## src/framer_ctrl_pkg.sv

```systemverilog
package framer_ctrl_pkg;

   localparam int NUM_FRAMERS = 8;
   localparam int NUM_CHANNELS = 32;

   // register index layout: bit 10 selects global space, bits 9:7 the framer, 6:0 the offset
   localparam logic [10:0] GLOBAL_MODE_IDX = 11'h400;
   localparam int IDX_GLOBAL_BIT = 10;

   // offsets in e1 mode
   localparam logic [6:0] E1_SRC_RX_OFF = 7'h05;
   localparam logic [6:0] E1_SRC_TX_OFF = 7'h06;
   localparam logic [6:0] E1_LOOP_OFF = 7'h07;
   localparam logic [6:0] E1_SOFT_RESET_OFF = 7'h0A;
   localparam logic [6:0] E1_SUMMARY_OFF = 7'h0B;
   localparam logic [6:0] E1_ACTIVITY_OFF = 7'h0D;
   localparam logic [6:0] E1_PAYLOAD_CTRL_ENABLE_OFF = 7'h60;
   // offsets in t1/j1 mode
   localparam logic [6:0] T1_SRC_RX_OFF = 7'h08;
   localparam logic [6:0] T1_SRC_TX_OFF = 7'h09;
   localparam logic [6:0] T1_LOOP_OFF = 7'h0A;
   localparam logic [6:0] T1_SOFT_RESET_OFF = 7'h0D;
   localparam logic [6:0] T1_SUMMARY_OFF = 7'h0E;
   localparam logic [6:0] T1_ACTIVITY_OFF = 7'h27;
   localparam logic [6:0] T1_PAYLOAD_CTRL_ENABLE_OFF = 7'h30;
   // offsets common to both modes
   localparam logic [6:0] TX_PAYLOAD_CONTROL_BASE_OFF = 7'h40;
   localparam logic [6:0] JA_N1_OFF = 7'h78;
   localparam logic [6:0] JA_N2_OFF = 7'h79;
   localparam logic [6:0] LINE_CFG_OFF = 7'h7A;

   // field positions
   localparam int MODE_T1_BIT = 0;
   localparam int LOOP_DIGITAL_BIT = 2;
   localparam int LOOP_LINE_BIT = 4;
   localparam int LOOP_RJA_BYPASS_BIT = 5;
   localparam int SOFT_RESET_BIT = 0;
   localparam int PAYLOAD_CTRL_ENABLE_BIT = 0;
   localparam int TX_PAYLOAD_CONTROL_LOOP_BIT = 2;
   localparam int CFG_RX_SAMPLE_FALL_BIT = 0;
   localparam int CFG_TX_UPDATE_RISE_BIT = 1;
   localparam int CFG_TX_JA_DISABLE_BIT = 2;
   localparam int CFG_TX_JA_REF_A_BIT = 3;
   localparam int CFG_RX_CLOCK_MASTER_BIT = 4;
   localparam int CFG_WIDTH = 5;
   localparam int ACT_WIDTH = 5;

   // values after reset
   localparam logic MODE_RESET = 1'b1;
   localparam logic [7:0] JA_DIV_RESET = 8'h2F;
   localparam logic [CFG_WIDTH-1:0] LINE_CFG_RESET = 5'h00;

   // source bits that exist in each mode
   localparam logic [7:0] E1_SRC_RX_MASK = 8'hFF;
   localparam logic [7:0] E1_SRC_TX_MASK = 8'hBF;
   localparam logic [7:0] T1_SRC_RX_MASK = 8'hFF;
   localparam logic [7:0] T1_SRC_TX_MASK = 8'hFD;

   // hardware reset pin minimum width
   localparam int CLK_PERIOD_NS = 50;
   localparam int HW_RESET_MIN_NS = 100;
   localparam int HW_RESET_MIN_CYCLES = (HW_RESET_MIN_NS + CLK_PERIOD_NS - 1) / CLK_PERIOD_NS;

   typedef enum {SEL_NONE, SEL_SRC_RX, SEL_SRC_TX, SEL_LOOP, SEL_SOFT, SEL_SUMMARY, SEL_ACTIVITY,
                 SEL_PAYLOAD_CTRL_ENABLE, SEL_TX_PAYLOAD_CONTROL, SEL_N1, SEL_N2, SEL_CFG} reg_sel_type;

endpackage : framer_ctrl_pkg

```

## src/framer_irq_loopback_ctrl.sv

```systemverilog
// Operation
// - interrupt pin goes low while any enabled interrupt is pending anywhere
// - summary register has one pending bit per framer, offset depends on mode
// - e1 first source register bit layout for receive side blocks
// - e1 second source register bit layout for transmit side blocks
// - t1 first source register bit layout for receive side blocks
// - t1 second source register bit layout for transmit side blocks
// - t1 second source register bit 6 shows pending parity error
// - a source bit reads one while its block has an enabled pending interrupt
// - line loopback sends receive clock and data to the line transmit pins
// - line loopback may bypass the receive jitter attenuator
// - digital loopback feeds line transmit back into receive, ignoring line input
// - payload loopback per channel, only while payload control enable is set
// - clock master receive uses elastic store data for payload loopback
// - selected transmit slots take received slots, others stay unchanged
// - rising edges of five clocks reported in the activity register
// - soft reset bit resets only its own framer to defaults
// - device starts in t1 mode, writing zero to mode bit selects e1
// - jitter divisors reset to 2F, transmit attenuation on, locked to clock b
// - line interface resets to nrz, rising receive sample, falling transmit update
//
// Local design decision: the Wishbone slave port.
module framer_irq_loopback_ctrl
   import framer_ctrl_pkg::*;
(
   input wire logic i_clk_sys,
   input wire logic i_reset,
   input wire logic i_wb_cyc,
   input wire logic i_wb_stb,
   input wire logic i_wb_we,
   input wire logic [12:2] i_wb_adr,
   input wire logic [3:0] i_wb_sel,
   input wire logic [31:0] i_wb_dat,
   output logic [31:0] o_wb_dat,
   output logic o_wb_ack,
   output logic o_irq_n,
   output logic o_t1_e1_select,
   input wire logic [NUM_FRAMERS*8-1:0] i_src_rx,
   input wire logic [NUM_FRAMERS*8-1:0] i_src_tx,
   input wire logic i_crystal_clock,
   input wire logic [NUM_FRAMERS-1:0] i_tx_sys_clock_a,
   input wire logic [NUM_FRAMERS-1:0] i_tx_sys_clock_b,
   input wire logic [NUM_FRAMERS-1:0] i_rx_sys_clock,
   input wire logic [NUM_FRAMERS-1:0] i_line_rx_clock,
   input wire logic [NUM_FRAMERS-1:0] i_line_rx_data,
   input wire logic [NUM_FRAMERS-1:0] i_rja_clock,
   input wire logic [NUM_FRAMERS-1:0] i_rja_data,
   input wire logic [NUM_FRAMERS-1:0] i_core_tx_clock,
   input wire logic [NUM_FRAMERS-1:0] i_core_tx_data,
   input wire logic [NUM_FRAMERS*5-1:0] i_tx_slot,
   input wire logic [NUM_FRAMERS*8-1:0] i_es_rx_pay,
   input wire logic [NUM_FRAMERS*8-1:0] i_rx_pay,
   input wire logic [NUM_FRAMERS*8-1:0] i_core_tx_pay,
   output logic [NUM_FRAMERS-1:0] o_line_tx_clock,
   output logic [NUM_FRAMERS-1:0] o_line_tx_data,
   output logic [NUM_FRAMERS-1:0] o_core_rx_clock,
   output logic [NUM_FRAMERS-1:0] o_core_rx_data,
   output logic [NUM_FRAMERS*8-1:0] o_tx_pay,
   output logic [NUM_FRAMERS*8-1:0] o_ja_n1,
   output logic [NUM_FRAMERS*8-1:0] o_ja_n2,
   output logic [NUM_FRAMERS*CFG_WIDTH-1:0] o_line_cfg,
   output logic [NUM_FRAMERS-1:0] o_framer_reset
);

   // register index decode for the current mode
   function automatic reg_sel_type decode_reg(input logic t1_mode, input logic [6:0] off);
      reg_sel_type sel;
      sel = SEL_NONE;
      if (off[6:5] == TX_PAYLOAD_CONTROL_BASE_OFF[6:5]) begin
         sel = SEL_TX_PAYLOAD_CONTROL;
      end else if (off == JA_N1_OFF) begin
         sel = SEL_N1;
      end else if (off == JA_N2_OFF) begin
         sel = SEL_N2;
      end else if (off == LINE_CFG_OFF) begin
         sel = SEL_CFG;
      end else if (t1_mode) begin
         unique case (off)
            T1_SRC_RX_OFF: sel = SEL_SRC_RX;
            T1_SRC_TX_OFF: sel = SEL_SRC_TX;
            T1_LOOP_OFF: sel = SEL_LOOP;
            T1_SOFT_RESET_OFF: sel = SEL_SOFT;
            T1_SUMMARY_OFF: sel = SEL_SUMMARY;
            T1_ACTIVITY_OFF: sel = SEL_ACTIVITY;
            T1_PAYLOAD_CTRL_ENABLE_OFF: sel = SEL_PAYLOAD_CTRL_ENABLE;
            default: sel = SEL_NONE;
         endcase
      end else begin
         unique case (off)
            E1_SRC_RX_OFF: sel = SEL_SRC_RX;
            E1_SRC_TX_OFF: sel = SEL_SRC_TX;
            E1_LOOP_OFF: sel = SEL_LOOP;
            E1_SOFT_RESET_OFF: sel = SEL_SOFT;
            E1_SUMMARY_OFF: sel = SEL_SUMMARY;
            E1_ACTIVITY_OFF: sel = SEL_ACTIVITY;
            E1_PAYLOAD_CTRL_ENABLE_OFF: sel = SEL_PAYLOAD_CTRL_ENABLE;
            default: sel = SEL_NONE;
         endcase
      end
      return sel;
   endfunction : decode_reg

   // source bits that exist in the current mode
   function automatic logic [7:0] src_mask(input logic t1_mode, input logic tx_side);
      logic [7:0] m;
      m = tx_side ? E1_SRC_TX_MASK : E1_SRC_RX_MASK;
      if (t1_mode) begin
         m = tx_side ? T1_SRC_TX_MASK : T1_SRC_RX_MASK;
      end
      return m;
   endfunction : src_mask

   logic t1_mode;
   logic [7:0] src_rx [NUM_FRAMERS];
   logic [7:0] src_tx [NUM_FRAMERS];
   logic [NUM_FRAMERS-1:0] summary;
   logic [NUM_FRAMERS-1:0] line_loop;
   logic [NUM_FRAMERS-1:0] digital_loop;
   logic [NUM_FRAMERS-1:0] rja_bypass;
   logic [NUM_FRAMERS-1:0] payload_ctrl_enable;
   logic [NUM_CHANNELS-1:0] tx_payload_control_loop [NUM_FRAMERS];
   logic [7:0] ja_n1 [NUM_FRAMERS];
   logic [7:0] ja_n2 [NUM_FRAMERS];
   logic [CFG_WIDTH-1:0] line_cfg [NUM_FRAMERS];
   logic [NUM_FRAMERS-1:0] soft_reset;
   logic [ACT_WIDTH-1:0] activity [NUM_FRAMERS];
   logic [ACT_WIDTH-1:0] act_clear [NUM_FRAMERS];
   logic [ACT_WIDTH-1:0] rx_levels [NUM_FRAMERS];
   logic [NUM_FRAMERS-1:0] rx_data_meta;
   logic [NUM_FRAMERS-1:0] rx_data_sync;
   logic [NUM_FRAMERS-1:0] payload_sel;
   logic [2:0] acc_framer;
   logic [6:0] acc_off;
   logic acc_global;
   reg_sel_type acc_sel;
   logic bus_req;
   logic wr_commit;
   logic rd_commit;
   logic [7:0] next_rd_data;

   // bus access decode
   assign bus_req = i_wb_cyc & i_wb_stb;
   assign acc_global = i_wb_adr[IDX_GLOBAL_BIT + 2];
   assign acc_framer = i_wb_adr[11:9];
   assign acc_off = i_wb_adr[8:2];
   assign acc_sel = acc_global ? SEL_NONE : decode_reg(t1_mode, acc_off);
   assign wr_commit = bus_req & o_wb_ack & i_wb_we & i_wb_sel[0];
   assign rd_commit = bus_req & o_wb_ack & ~i_wb_we;

   // ack one cycle after the request, dropped the cycle after
   always_ff @(posedge i_clk_sys or posedge i_reset) begin
      if (i_reset) begin
         o_wb_ack <= 1'b0;
      end else begin
         o_wb_ack <= bus_req & ~o_wb_ack;
      end
   end

   // read data mux, unmapped reads give zero
   always_comb begin
      next_rd_data = 8'h00;
      if (acc_global) begin
         if (i_wb_adr[12:2] == GLOBAL_MODE_IDX) begin
            next_rd_data[MODE_T1_BIT] = t1_mode;
         end
      end else begin
         unique case (acc_sel)
            SEL_SRC_RX: next_rd_data = src_rx[acc_framer];
            SEL_SRC_TX: next_rd_data = src_tx[acc_framer];
            SEL_SUMMARY: next_rd_data = summary;
            SEL_ACTIVITY: next_rd_data[ACT_WIDTH-1:0] = activity[acc_framer];
            SEL_SOFT: next_rd_data[SOFT_RESET_BIT] = soft_reset[acc_framer];
            SEL_PAYLOAD_CTRL_ENABLE: next_rd_data[PAYLOAD_CTRL_ENABLE_BIT] = payload_ctrl_enable[acc_framer];
            SEL_TX_PAYLOAD_CONTROL: next_rd_data[TX_PAYLOAD_CONTROL_LOOP_BIT] = tx_payload_control_loop[acc_framer][acc_off[4:0]];
            SEL_N1: next_rd_data = ja_n1[acc_framer];
            SEL_N2: next_rd_data = ja_n2[acc_framer];
            SEL_CFG: next_rd_data[CFG_WIDTH-1:0] = line_cfg[acc_framer];
            SEL_LOOP: begin
               next_rd_data[LOOP_LINE_BIT] = line_loop[acc_framer];
               next_rd_data[LOOP_DIGITAL_BIT] = digital_loop[acc_framer];
               next_rd_data[LOOP_RJA_BYPASS_BIT] = rja_bypass[acc_framer];
            end
            SEL_NONE: next_rd_data = 8'h00;
         endcase
      end
   end

   // read data register, captured with the ack
   always_ff @(posedge i_clk_sys or posedge i_reset) begin
      if (i_reset) begin
         o_wb_dat <= 32'h0000_0000;
      end else if (bus_req & ~o_wb_ack & ~i_wb_we) begin
         o_wb_dat <= {24'h00_0000, next_rd_data};
      end
   end

   // global mode bit, t1 after reset
   always_ff @(posedge i_clk_sys or posedge i_reset) begin
      if (i_reset) begin
         t1_mode <= MODE_RESET;
      end else if (wr_commit && i_wb_adr[12:2] == GLOBAL_MODE_IDX) begin
         t1_mode <= i_wb_dat[MODE_T1_BIT];
      end
   end

   // interrupt sources, summary and pin
   always_ff @(posedge i_clk_sys or posedge i_reset) begin
      if (i_reset) begin
         for (int f = 0; f < NUM_FRAMERS; f++) begin
            src_rx[f] <= 8'h00;
            src_tx[f] <= 8'h00;
         end
         summary <= '0;
         o_irq_n <= 1'b1;
      end else begin
         for (int f = 0; f < NUM_FRAMERS; f++) begin
            src_rx[f] <= i_src_rx[f*8 +: 8] & src_mask(t1_mode, 1'b0);
            src_tx[f] <= i_src_tx[f*8 +: 8] & src_mask(t1_mode, 1'b1);
            summary[f] <= |{src_rx[f], src_tx[f]};
         end
         o_irq_n <= ~(|summary);
      end
   end

   // soft reset pulse per framer
   always_ff @(posedge i_clk_sys or posedge i_reset) begin
      if (i_reset) begin
         soft_reset <= '0;
      end else begin
         for (int f = 0; f < NUM_FRAMERS; f++) begin
            soft_reset[f] <= wr_commit && acc_sel == SEL_SOFT && acc_framer == 3'(f) &&
                             i_wb_dat[SOFT_RESET_BIT];
         end
      end
   end

   // per framer control registers with defaults
   always_ff @(posedge i_clk_sys or posedge i_reset) begin
      if (i_reset) begin
         for (int f = 0; f < NUM_FRAMERS; f++) begin
            line_loop[f] <= 1'b0;
            digital_loop[f] <= 1'b0;
            rja_bypass[f] <= 1'b0;
            payload_ctrl_enable[f] <= 1'b0;
            tx_payload_control_loop[f] <= '0;
            ja_n1[f] <= JA_DIV_RESET;
            ja_n2[f] <= JA_DIV_RESET;
            line_cfg[f] <= LINE_CFG_RESET;
         end
      end else begin
         for (int f = 0; f < NUM_FRAMERS; f++) begin
            if (soft_reset[f]) begin
               line_loop[f] <= 1'b0;
               digital_loop[f] <= 1'b0;
               rja_bypass[f] <= 1'b0;
               payload_ctrl_enable[f] <= 1'b0;
               tx_payload_control_loop[f] <= '0;
               ja_n1[f] <= JA_DIV_RESET;
               ja_n2[f] <= JA_DIV_RESET;
               line_cfg[f] <= LINE_CFG_RESET;
            end else if (wr_commit && acc_framer == 3'(f)) begin
               unique case (acc_sel)
                  SEL_LOOP: begin
                     line_loop[f] <= i_wb_dat[LOOP_LINE_BIT];
                     digital_loop[f] <= i_wb_dat[LOOP_DIGITAL_BIT];
                     rja_bypass[f] <= i_wb_dat[LOOP_RJA_BYPASS_BIT];
                  end
                  SEL_PAYLOAD_CTRL_ENABLE: payload_ctrl_enable[f] <= i_wb_dat[PAYLOAD_CTRL_ENABLE_BIT];
                  SEL_TX_PAYLOAD_CONTROL: tx_payload_control_loop[f][acc_off[4:0]] <= i_wb_dat[TX_PAYLOAD_CONTROL_LOOP_BIT];
                  SEL_N1: ja_n1[f] <= i_wb_dat[7:0];
                  SEL_N2: ja_n2[f] <= i_wb_dat[7:0];
                  SEL_CFG: line_cfg[f] <= i_wb_dat[CFG_WIDTH-1:0];
                  default: ;
               endcase
            end
         end
      end
   end

   // read of the activity register clears only the bits returned
   always_comb begin
      for (int f = 0; f < NUM_FRAMERS; f++) begin
         act_clear[f] = '0;
         if (rd_commit && acc_sel == SEL_ACTIVITY && acc_framer == 3'(f)) begin
            act_clear[f] = o_wb_dat[ACT_WIDTH-1:0];
         end
      end
   end

   // line receive data synchroniser
   always_ff @(posedge i_clk_sys or posedge i_reset) begin
      if (i_reset) begin
         rx_data_meta <= '0;
         rx_data_sync <= '0;
      end else begin
         rx_data_meta <= i_line_rx_data;
         rx_data_sync <= rx_data_meta;
      end
   end

   // configuration and reset outputs, registered
   always_ff @(posedge i_clk_sys or posedge i_reset) begin
      if (i_reset) begin
         o_t1_e1_select <= MODE_RESET;
         o_ja_n1 <= {NUM_FRAMERS{JA_DIV_RESET}};
         o_ja_n2 <= {NUM_FRAMERS{JA_DIV_RESET}};
         o_line_cfg <= {NUM_FRAMERS{LINE_CFG_RESET}};
         o_framer_reset <= '0;
      end else begin
         o_t1_e1_select <= t1_mode;
         for (int f = 0; f < NUM_FRAMERS; f++) begin
            o_ja_n1[f*8 +: 8] <= ja_n1[f];
            o_ja_n2[f*8 +: 8] <= ja_n2[f];
            o_line_cfg[f*CFG_WIDTH +: CFG_WIDTH] <= line_cfg[f];
         end
         o_framer_reset <= soft_reset;
      end
   end

   // per framer clock monitor and loopback paths
   for (genvar g = 0; g < NUM_FRAMERS; g++) begin : gen_framer
      assign payload_sel[g] = payload_ctrl_enable[g] & tx_payload_control_loop[g][i_tx_slot[g*5 +: 5]];

      clk_activity u_activity (
         .i_clk_sys(i_clk_sys),
         .i_reset(i_reset),
         .i_soft_reset(soft_reset[g]),
         .i_clocks({i_crystal_clock, i_tx_sys_clock_b[g], i_tx_sys_clock_a[g], i_rx_sys_clock[g],
                    i_line_rx_clock[g]}),
         .i_clear(act_clear[g]),
         .o_active(activity[g]),
         .o_levels(rx_levels[g])
      );

      framer_loopback u_loopback (
         .i_clk_sys(i_clk_sys),
         .i_reset(i_reset),
         .i_soft_reset(soft_reset[g]),
         .i_line_loop(line_loop[g]),
         .i_digital_loop(digital_loop[g]),
         .i_rja_bypass(rja_bypass[g]),
         .i_payload_sel(payload_sel[g]),
         .i_rx_clock_master(line_cfg[g][CFG_RX_CLOCK_MASTER_BIT]),
         .i_line_rx_clock(rx_levels[g][0]),
         .i_line_rx_data(rx_data_sync[g]),
         .i_rja_clock(i_rja_clock[g]),
         .i_rja_data(i_rja_data[g]),
         .i_core_tx_clock(i_core_tx_clock[g]),
         .i_core_tx_data(i_core_tx_data[g]),
         .i_es_rx_pay(i_es_rx_pay[g*8 +: 8]),
         .i_rx_pay(i_rx_pay[g*8 +: 8]),
         .i_core_tx_pay(i_core_tx_pay[g*8 +: 8]),
         .o_line_tx_clock(o_line_tx_clock[g]),
         .o_line_tx_data(o_line_tx_data[g]),
         .o_core_rx_clock(o_core_rx_clock[g]),
         .o_core_rx_data(o_core_rx_data[g]),
         .o_tx_pay(o_tx_pay[g*8 +: 8])
      );
   end

endmodule : framer_irq_loopback_ctrl

```

## src/clk_activity.sv

```systemverilog
module clk_activity
   import framer_ctrl_pkg::*;
(
   input wire logic i_clk_sys,
   input wire logic i_reset,
   input wire logic i_soft_reset,
   input wire logic [ACT_WIDTH-1:0] i_clocks,
   input wire logic [ACT_WIDTH-1:0] i_clear,
   output logic [ACT_WIDTH-1:0] o_active,
   output logic [ACT_WIDTH-1:0] o_levels
);

   logic [ACT_WIDTH-1:0] meta;
   logic [ACT_WIDTH-1:0] prev;

   // two-stage synchroniser for the monitored clocks
   always_ff @(posedge i_clk_sys or posedge i_reset) begin
      if (i_reset) begin
         meta <= '0;
         o_levels <= '0;
         prev <= '0;
      end else begin
         meta <= i_clocks;
         o_levels <= meta;
         prev <= o_levels;
      end
   end

   // sticky rise flags, a new rise beats the read clear
   always_ff @(posedge i_clk_sys or posedge i_reset) begin
      if (i_reset) begin
         o_active <= '0;
      end else if (i_soft_reset) begin
         o_active <= '0;
      end else begin
         o_active <= (o_active & ~i_clear) | (o_levels & ~prev);
      end
   end

endmodule : clk_activity

```

## src/framer_loopback.sv

```systemverilog
module framer_loopback
   import framer_ctrl_pkg::*;
(
   input wire logic i_clk_sys,
   input wire logic i_reset,
   input wire logic i_soft_reset,
   input wire logic i_line_loop,
   input wire logic i_digital_loop,
   input wire logic i_rja_bypass,
   input wire logic i_payload_sel,
   input wire logic i_rx_clock_master,
   input wire logic i_line_rx_clock,
   input wire logic i_line_rx_data,
   input wire logic i_rja_clock,
   input wire logic i_rja_data,
   input wire logic i_core_tx_clock,
   input wire logic i_core_tx_data,
   input wire logic [7:0] i_es_rx_pay,
   input wire logic [7:0] i_rx_pay,
   input wire logic [7:0] i_core_tx_pay,
   output logic o_line_tx_clock,
   output logic o_line_tx_data,
   output logic o_core_rx_clock,
   output logic o_core_rx_data,
   output logic [7:0] o_tx_pay
);

   // line side transmit: own transmit path or looped receive path
   always_ff @(posedge i_clk_sys or posedge i_reset) begin
      if (i_reset) begin
         o_line_tx_clock <= 1'b0;
         o_line_tx_data <= 1'b0;
      end else if (i_soft_reset) begin
         o_line_tx_clock <= 1'b0;
         o_line_tx_data <= 1'b0;
      end else if (i_line_loop) begin
         o_line_tx_clock <= i_rja_bypass ? i_line_rx_clock : i_rja_clock;
         o_line_tx_data <= i_rja_bypass ? i_line_rx_data : i_rja_data;
      end else begin
         o_line_tx_clock <= i_core_tx_clock;
         o_line_tx_data <= i_core_tx_data;
      end
   end

   // receive side into the framer core: line or looped transmit path
   always_ff @(posedge i_clk_sys or posedge i_reset) begin
      if (i_reset) begin
         o_core_rx_clock <= 1'b0;
         o_core_rx_data <= 1'b0;
      end else if (i_soft_reset) begin
         o_core_rx_clock <= 1'b0;
         o_core_rx_data <= 1'b0;
      end else begin
         o_core_rx_clock <= i_digital_loop ? i_core_tx_clock : i_line_rx_clock;
         o_core_rx_data <= i_digital_loop ? i_core_tx_data : i_line_rx_data;
      end
   end

   // payload: selected slots take the received slot, the rest pass intact
   always_ff @(posedge i_clk_sys or posedge i_reset) begin
      if (i_reset) begin
         o_tx_pay <= 8'h00;
      end else if (i_soft_reset) begin
         o_tx_pay <= 8'h00;
      end else if (i_payload_sel) begin
         o_tx_pay <= i_rx_clock_master ? i_es_rx_pay : i_rx_pay;
      end else begin
         o_tx_pay <= i_core_tx_pay;
      end
   end

endmodule : framer_loopback

```

## config.mk

```make
export PLATFORM = sky130hd
export DESIGN_NAME = framer_irq_loopback_ctrl
export DESIGN_NICKNAME = d
export VERILOG_FILES = /design/src/framer_ctrl_pkg.sv /design/src/framer_irq_loopback_ctrl.sv /design/src/clk_activity.sv /design/src/framer_loopback.sv
export SDC_FILE = /design/constraint.sdc
export NUM_CORES = 2
export LEC_CHECK = 0
export BUFFER_PORTS_ARGS = -buffer_cell sky130_fd_sc_hd__buf_2
export CAP_MARGIN = 0
export CORE_ASPECT_RATIO = 1.1
export CORE_MARGIN = 3
export CORE_UTILIZATION = 45
export DETAILED_ROUTE_END_ITERATION = 12
export GPL_TIMING_DRIVEN = 0
export PLACE_DENSITY = 0.74
export SETUP_SLACK_MARGIN = 0.2
export SLEW_MARGIN = 15
export SYNTH_ARGS = -nofsm -noshare
export SYNTH_HDL_FRONTEND = slang
export SYNTH_SLANG_ARGS = --single-unit
```

## constraint.sdc

```tcl
create_clock -name i_clk_sys -period 38.6 [get_ports i_clk_sys]
set_input_delay 3.86 -clock i_clk_sys [delete_from_list [all_inputs] [get_ports i_clk_sys]]
set_output_delay 3.86 -clock i_clk_sys [all_outputs]
set_load 0.02 [all_outputs]
```

* Word-level counts from Yosys, hierarchy flattened *
Index checks and enable logic that the tools add are counted.
W data, S select, Z words.

word-level totals
  bits in registers = 1060
  output and inout port bits = 307
  input port bits = 485
  logic and storage cells = 772

cells by class
  reduce and logical (&&, ||, !) cells = 150
  magnitude comparators = 12
  equal/unequal tests = 37
  multiplexer cells = 341
  bitwise logic cells = 67

operators by type and width
  cell                   count
  $mux W32               32
  $mux W8                66
  $bwmux W32             8
  $eq A32 B4 Y1 const B  6
  $mux W5                37
  $mux W1                165
  $eq A32 B3 Y1 const B  4
  $reduce_or A16 Y1      8
  $reduce_bool A2 Y1     56
  $bmux W32 S3           1
  $bmux W8 S3            4
  $reduce_and A2 Y1      48
  $and A5 B5 Y5          16
  $not A5 Y5             16
  $and A8 B8 Y8          8
  $eq A32 B2 Y1 const B  2
  $lt A5 B6 Y1 const B   9
  $bmux W1 S5            9
  $eq A7 B4 Y1 const B   6
  $pmux W3 S7            2
  $or A5 B5 Y5           8
  $logic_and A1 B1 Y1    36
  $eq A32 B1 Y1 const B  1
  $bmux W5 S3            2
  24 further kinds       57

* Logic depth before layout (Yosys ltp) *
  depth in word-level cells = 16
  depth in mapped cells = 13
  mapped depth without buffers = 8

* Hierarchy *
Synthesis repeated with hierarchy kept, for this count alone.

unflattened totals
  cells, all modules = 3997
  area total of the unflattened synthesis = 46759.8 µm²

modules (own cells, without submodules)
  module                    cells an instance  times used  seq. area each (µm²)  area an instance (µm²)
  framer_irq_loopback_ctrl  3301               1           20323.2               37350.8
  clk_activity              36                 8           500.5                 591.8
  framer_loopback           51                 8           300.3                 584.3

* Least setup slack after synthesis *
OpenSTA, ideal clock, no wires.

  path kind = in2reg
  start point = in i_wb_adr[10] (netlist name)
  end point = reg o_wb_dat[7]
  buffers on the path = 4
  slack = 32230 ps
  stages = 9
  library setup time = 132 ps
  arrival time = 6238 ps
  required time = 38468 ps
  path through = buf_2 > buf_1 > buf_1 > clkbuf_1 > mux4_2 > mux2i_1 > o21ai_0 > a2111oi_0 > nor2_1

between the ends
  cells in the longest elaborated chain, start to end = 6
  elaborated cells on any way between the ends = 15
  those cells by class = mux: 14; bitwise: 1

ends and longest elaborated chain
  item                                     line                             text
  start, declared                          framer_irq_loopback_ctrl.sv:31   input wire logic [12:2] i_wb_adr,
  $not A3 Y4 (implied by the code) (*)     --
  $bmux W8 S3 (on tied branches)           --
  $mux W8 (on tied branches) (2 in a row)  --
  $pmux W2 S5 (*)                          framer_irq_loopback_ctrl.sv:167  unique case (acc_sel)
  $mux W7 (*)                              framer_irq_loopback_ctrl.sv:162  if (acc_global) begin
  end signal, assigned                     framer_irq_loopback_ctrl.sv:193  o_wb_dat <= {24'h00_0000, next_rd_data};
  end, declared                            framer_irq_loopback_ctrl.sv:34   output logic [31:0] o_wb_dat,

Every way passes the cells marked *; elsewhere a longest branch is shown, timed or not. The select of a mux whose other input is x is not followed.
A chain may end at the register's enable or synchronous reset.

* Worst setup path after layout *
Same ends and word-level chain as after synthesis.

==> impl_results.md <==
- #FFs+latches synth: 1039
- Max Slew Vio Count: 0
- Final Skew: 46.7 ps
- Grt ovf: 0
- Top-count cell post-synth: dfrtp_1
- Cell Rows: 122
- Slew headroom: 9.53%
- Post-synth ARST share: 100%
- Crit path time final: 9350 ps
- First-pass iteration count of the detailed router: 8
- Average size of a mapped cell: 11.8 sq um
- Ys flop type: dfrtp_1
- XOR/XNOR share of the synthesized area: 0%
- CP bufs+invs: 5
- Pwr Density: 43.2 nW/um^2
- Post-CTS setup buffer count: 0
- DP Worst Slack: 29050 ps
- DR DRC count: 0
- Syn. warnings: 0
- Worst-path fanout max: 10
- Vias/cell: 6.55
- Crit-path leading delay family: buffers and inverters
- Leak pwr: 24.5 nW
- Worst Setup Start Kind: primary input
- Pin count of the biggest net entering global routing: 123
- Layout cell share with drive strength beyond 1: 30.1%
- CTS clk-pin slew, worst paths: 60 ps
- Vias in the first global route: 40.1k
- DR iter-0 viols: 6176
- Layout area overhead: 20.6%
- Final Hold Vio Count: 0
- Share of the synthesized area in the top cell type: 47.5%
- Hold WC Path Type: register to register
- Global-route wire length before repair: 298 mm
- Wirelength per Cell: 34.4 um
- Gr usage total: 39.4%
- Ports: 792
- Worst r2r dst: tx_payload_control_loop[146]$_DFFE_PP0P_
- Die Footprint: 106000 sq um
- Placed cell areas: 51900 sq um
- Post-Syn Area: 46100 sq um
- Multiplexer share of the synthesized area: 15.4%
- Total Nets Final: 5245
- Critical Path Slowest Stage Cell: a2111oi_1
- Reg2Reg Setup Slack: 34320 ps
- Fill count: 8681
- CP arrival: 9920 ps
- CTS tree: yes
- # hold bufs at CTS: 0
- Clock root cell: clkbuf_16
- Setup CP Type: primary input to register
- Distinct cells, synth: 74
- Compound-Gate Fraction of Synth Area: 13.3%
- Die H: 342 um
- Post-Synth Adder-Cell Area: 0%
- Max Fclk: 0.107 GHz
- I/O Buffers: 716
- Largest family of logic cells by synthesized area: multiplexers
- Hold path start: gen_framer[7].u_activity.meta[1]$_DFF_PP0_
- Final ANT Viol Nets: 0
- MaxCap Viol Count: 0
- R2R cell count: 8
- GPL Wtd Cong: 1.05
- Clock Latency Late Sink: 750 ps
- R2R Path Start: o_wb_ack$_DFF_PP0_
- Finished Cell Area: 55700 sq um
- Area share of and/or/nand/nor cells after synthesis: 10.5%
- Critical path's largest stage delay: 1090 ps
- CP cell instances: buf_2 -> buf_2 -> buf_1 -> buf_1 -> clkbuf_1 -> mux4_2 -> mux2i_1 -> o21ai_0 -> a2111oi_1 -> nor2_1
- Slack of the critical path: 29250 ps
- Status: complete, no violations
- Worst Path Required: 39160 ps
- Placeable Area: 101000 sq um
- Slew @ Worst Pin: 1360 ps
- Buffer depth of the longest clock path: 3
- Commonest cells in the netlist: 876 x dfrtp_1, 469 x a21oi_1, 342 x o21ai_0, 335 x nand3_1, 230 x clkbuf_1
- Ranking of synthesized cells by area: dfrtp_1 48%, mux4_2 11%, dfstp_2 9.3%
- CTS Buf Count: 105
- Number of flops mapped to enable cells by yosys: 0
- Via count: 40.8k
- CTS sink count: 1039
- Initial antenna violation count: 17
- Post-DP HPWL: 159 mm
- Max VDD drop: 0.0411 mV
- H-tree Lvls: 3
- Cells on Worst Hold Path: 0
- Hold Path End: gen_framer[7].u_activity.o_levels[1]$_DFF_PP0_
- Final WL: 214 mm
- Synth area leader: dfrtp_1
- Post-synthesis sequential area ratio: 56.8%
- Fin crit share: 24.2%
- Post-cts resize count: 0
- RSZ-0062 raised after global routing: no
- # setup viols final: 0
- Hold_ws: 341 ps
- Die X: 311 um
- Gate Count Post-Synth: 3902
- CP endpoint kind: register
- Starting density of the core: 45.6%
==> per-stage QoR <==
step	TNS, ps	util [%]	total power (W)	instances
6_report	0	55.0	0.00240	6228
2_1_floorplan	0	-	0.00122	3925
5_1_grt	0	55.0	0.00245	6224
3_5_place_dp	0	51.3	0.00131	6017
3_3_place_gp	-4364640	50.9	0.00131	6005
4_1_cts	0	55.0	0.00240	6217
==> cells by family (layout without fill, tap and decap cells) <==
kind of cell / count (synthesis) / count (layout)
compound gates: 1057 / 1057
flops: 1039 / 1039
simple gates: 978 / 978
mux: 425 / 425
buf+inv: 402 / 1330
other cells: 1 / 35
==> layout by cell type, fill, tap and decap left out, types with 8 or more instances in the layout <==
cell type	instances
o221ai_1	10
buf_4	61
a311oi_1	64
o21ai_0	342
clkinvlp_4	8
nand2_1	217
buf_16	11
nor2b_1	97
nor2_1	148
and2_1	19
a211o_1	83
clkinv_2	21
buf_1	48
nor3_1	22
mux2i_1	183
mux2_2	15
clkbuf_16	108
nand4_1	17
nor4_1	37
nand2b_1	44
dfrtp_1	876
diode_2	11
mux4_2	227
a21oi_1	469
o211ai_1	8
o22ai_1	16
inv_1	8
dfstp_2	163
clkbuf_8	28
clkbuf_1	237
conb_1	24
buf_2	760
nand3_1	335
bufinv_16	9
a211oi_1	20
==> how the worst max path moves through the flow <==
stage | from | endpoint | slack [ps] | cells after the start
final | i_wb_adr[10] | o_wb_dat[7]$_DFFE_PP0P_ | 29250 | 10
after global routing | i_wb_adr[10] | o_wb_dat[7]$_DFFE_PP0P_ | 29600 | 10
after CTS | i_wb_adr[10] | o_wb_dat[7]$_DFFE_PP0P_ | 29790 | 10
after detailed placement | i_wb_adr[10] | o_wb_dat[7]$_DFFE_PP0P_ | 29050 | 10
after global placement | i_reset | gen_framer[4].u_loopback.o_tx_pay[3]$_DFF_PP0_ | -5180 | 2
after floorplan | i_reset | digital_loop[0]$_DFFE_PP0P_ | 5770 | 1
==> state kept, by name (all words and copies together) (netlist names), 33 cells and up <==
register	cells
src_tx	64
o_ja_n2	64
gen_framer.u_activity.prev	33
gen_framer.u_activity.meta	33
gen_framer.u_loopback.o_tx_pay	64
line_cfg	40
o_ja_n1	64
src_rx	64
o_line_cfg	40
tx_payload_control_loop	256
ja_n2	64
ja_n1	64
gen_framer.u_activity.o_active	40
gen_framer.u_activity.o_levels	33
==> where the power goes <==
part	internal [W]	switching, W
combinational	0.0000570	0.000123
sequential	0.00111	0.0000102
clock	0.000632	0.000473
total	0.00180	0.000607
==> per-layer routing <==
| layer | global-route usage, % | vias up | wire length (um) |
|---|---|---|---|
| li1 | - | 16033 | - |
| met1 | 49.4 | 20529 | 75200 |
| met2 | 58.6 | 3406 | 94500 |
| met3 | 11.9 | 819 | 26300 |
| met4 | 28.0 | 14 | 18100 |
| met5 | 0 | - | 84 |
==> cell type report <==
class                           count  area, sq um  area share (%)
Sequential cell                  1039        26200            47.1
Multi-Input combinational cell   2484        18200            32.7
Timing Repair Buffer              728         3890            6.99
Clock buffer                      149         3140            5.63
Buffer                            392         1840            3.30
Tap cell                         1364         1710            3.07
Clock inverter                     51          626            1.12
Inverter                           10         45.0          0.0809
Antenna cell                       11         27.5          0.0494
Power figures use the tool's default switching activity.
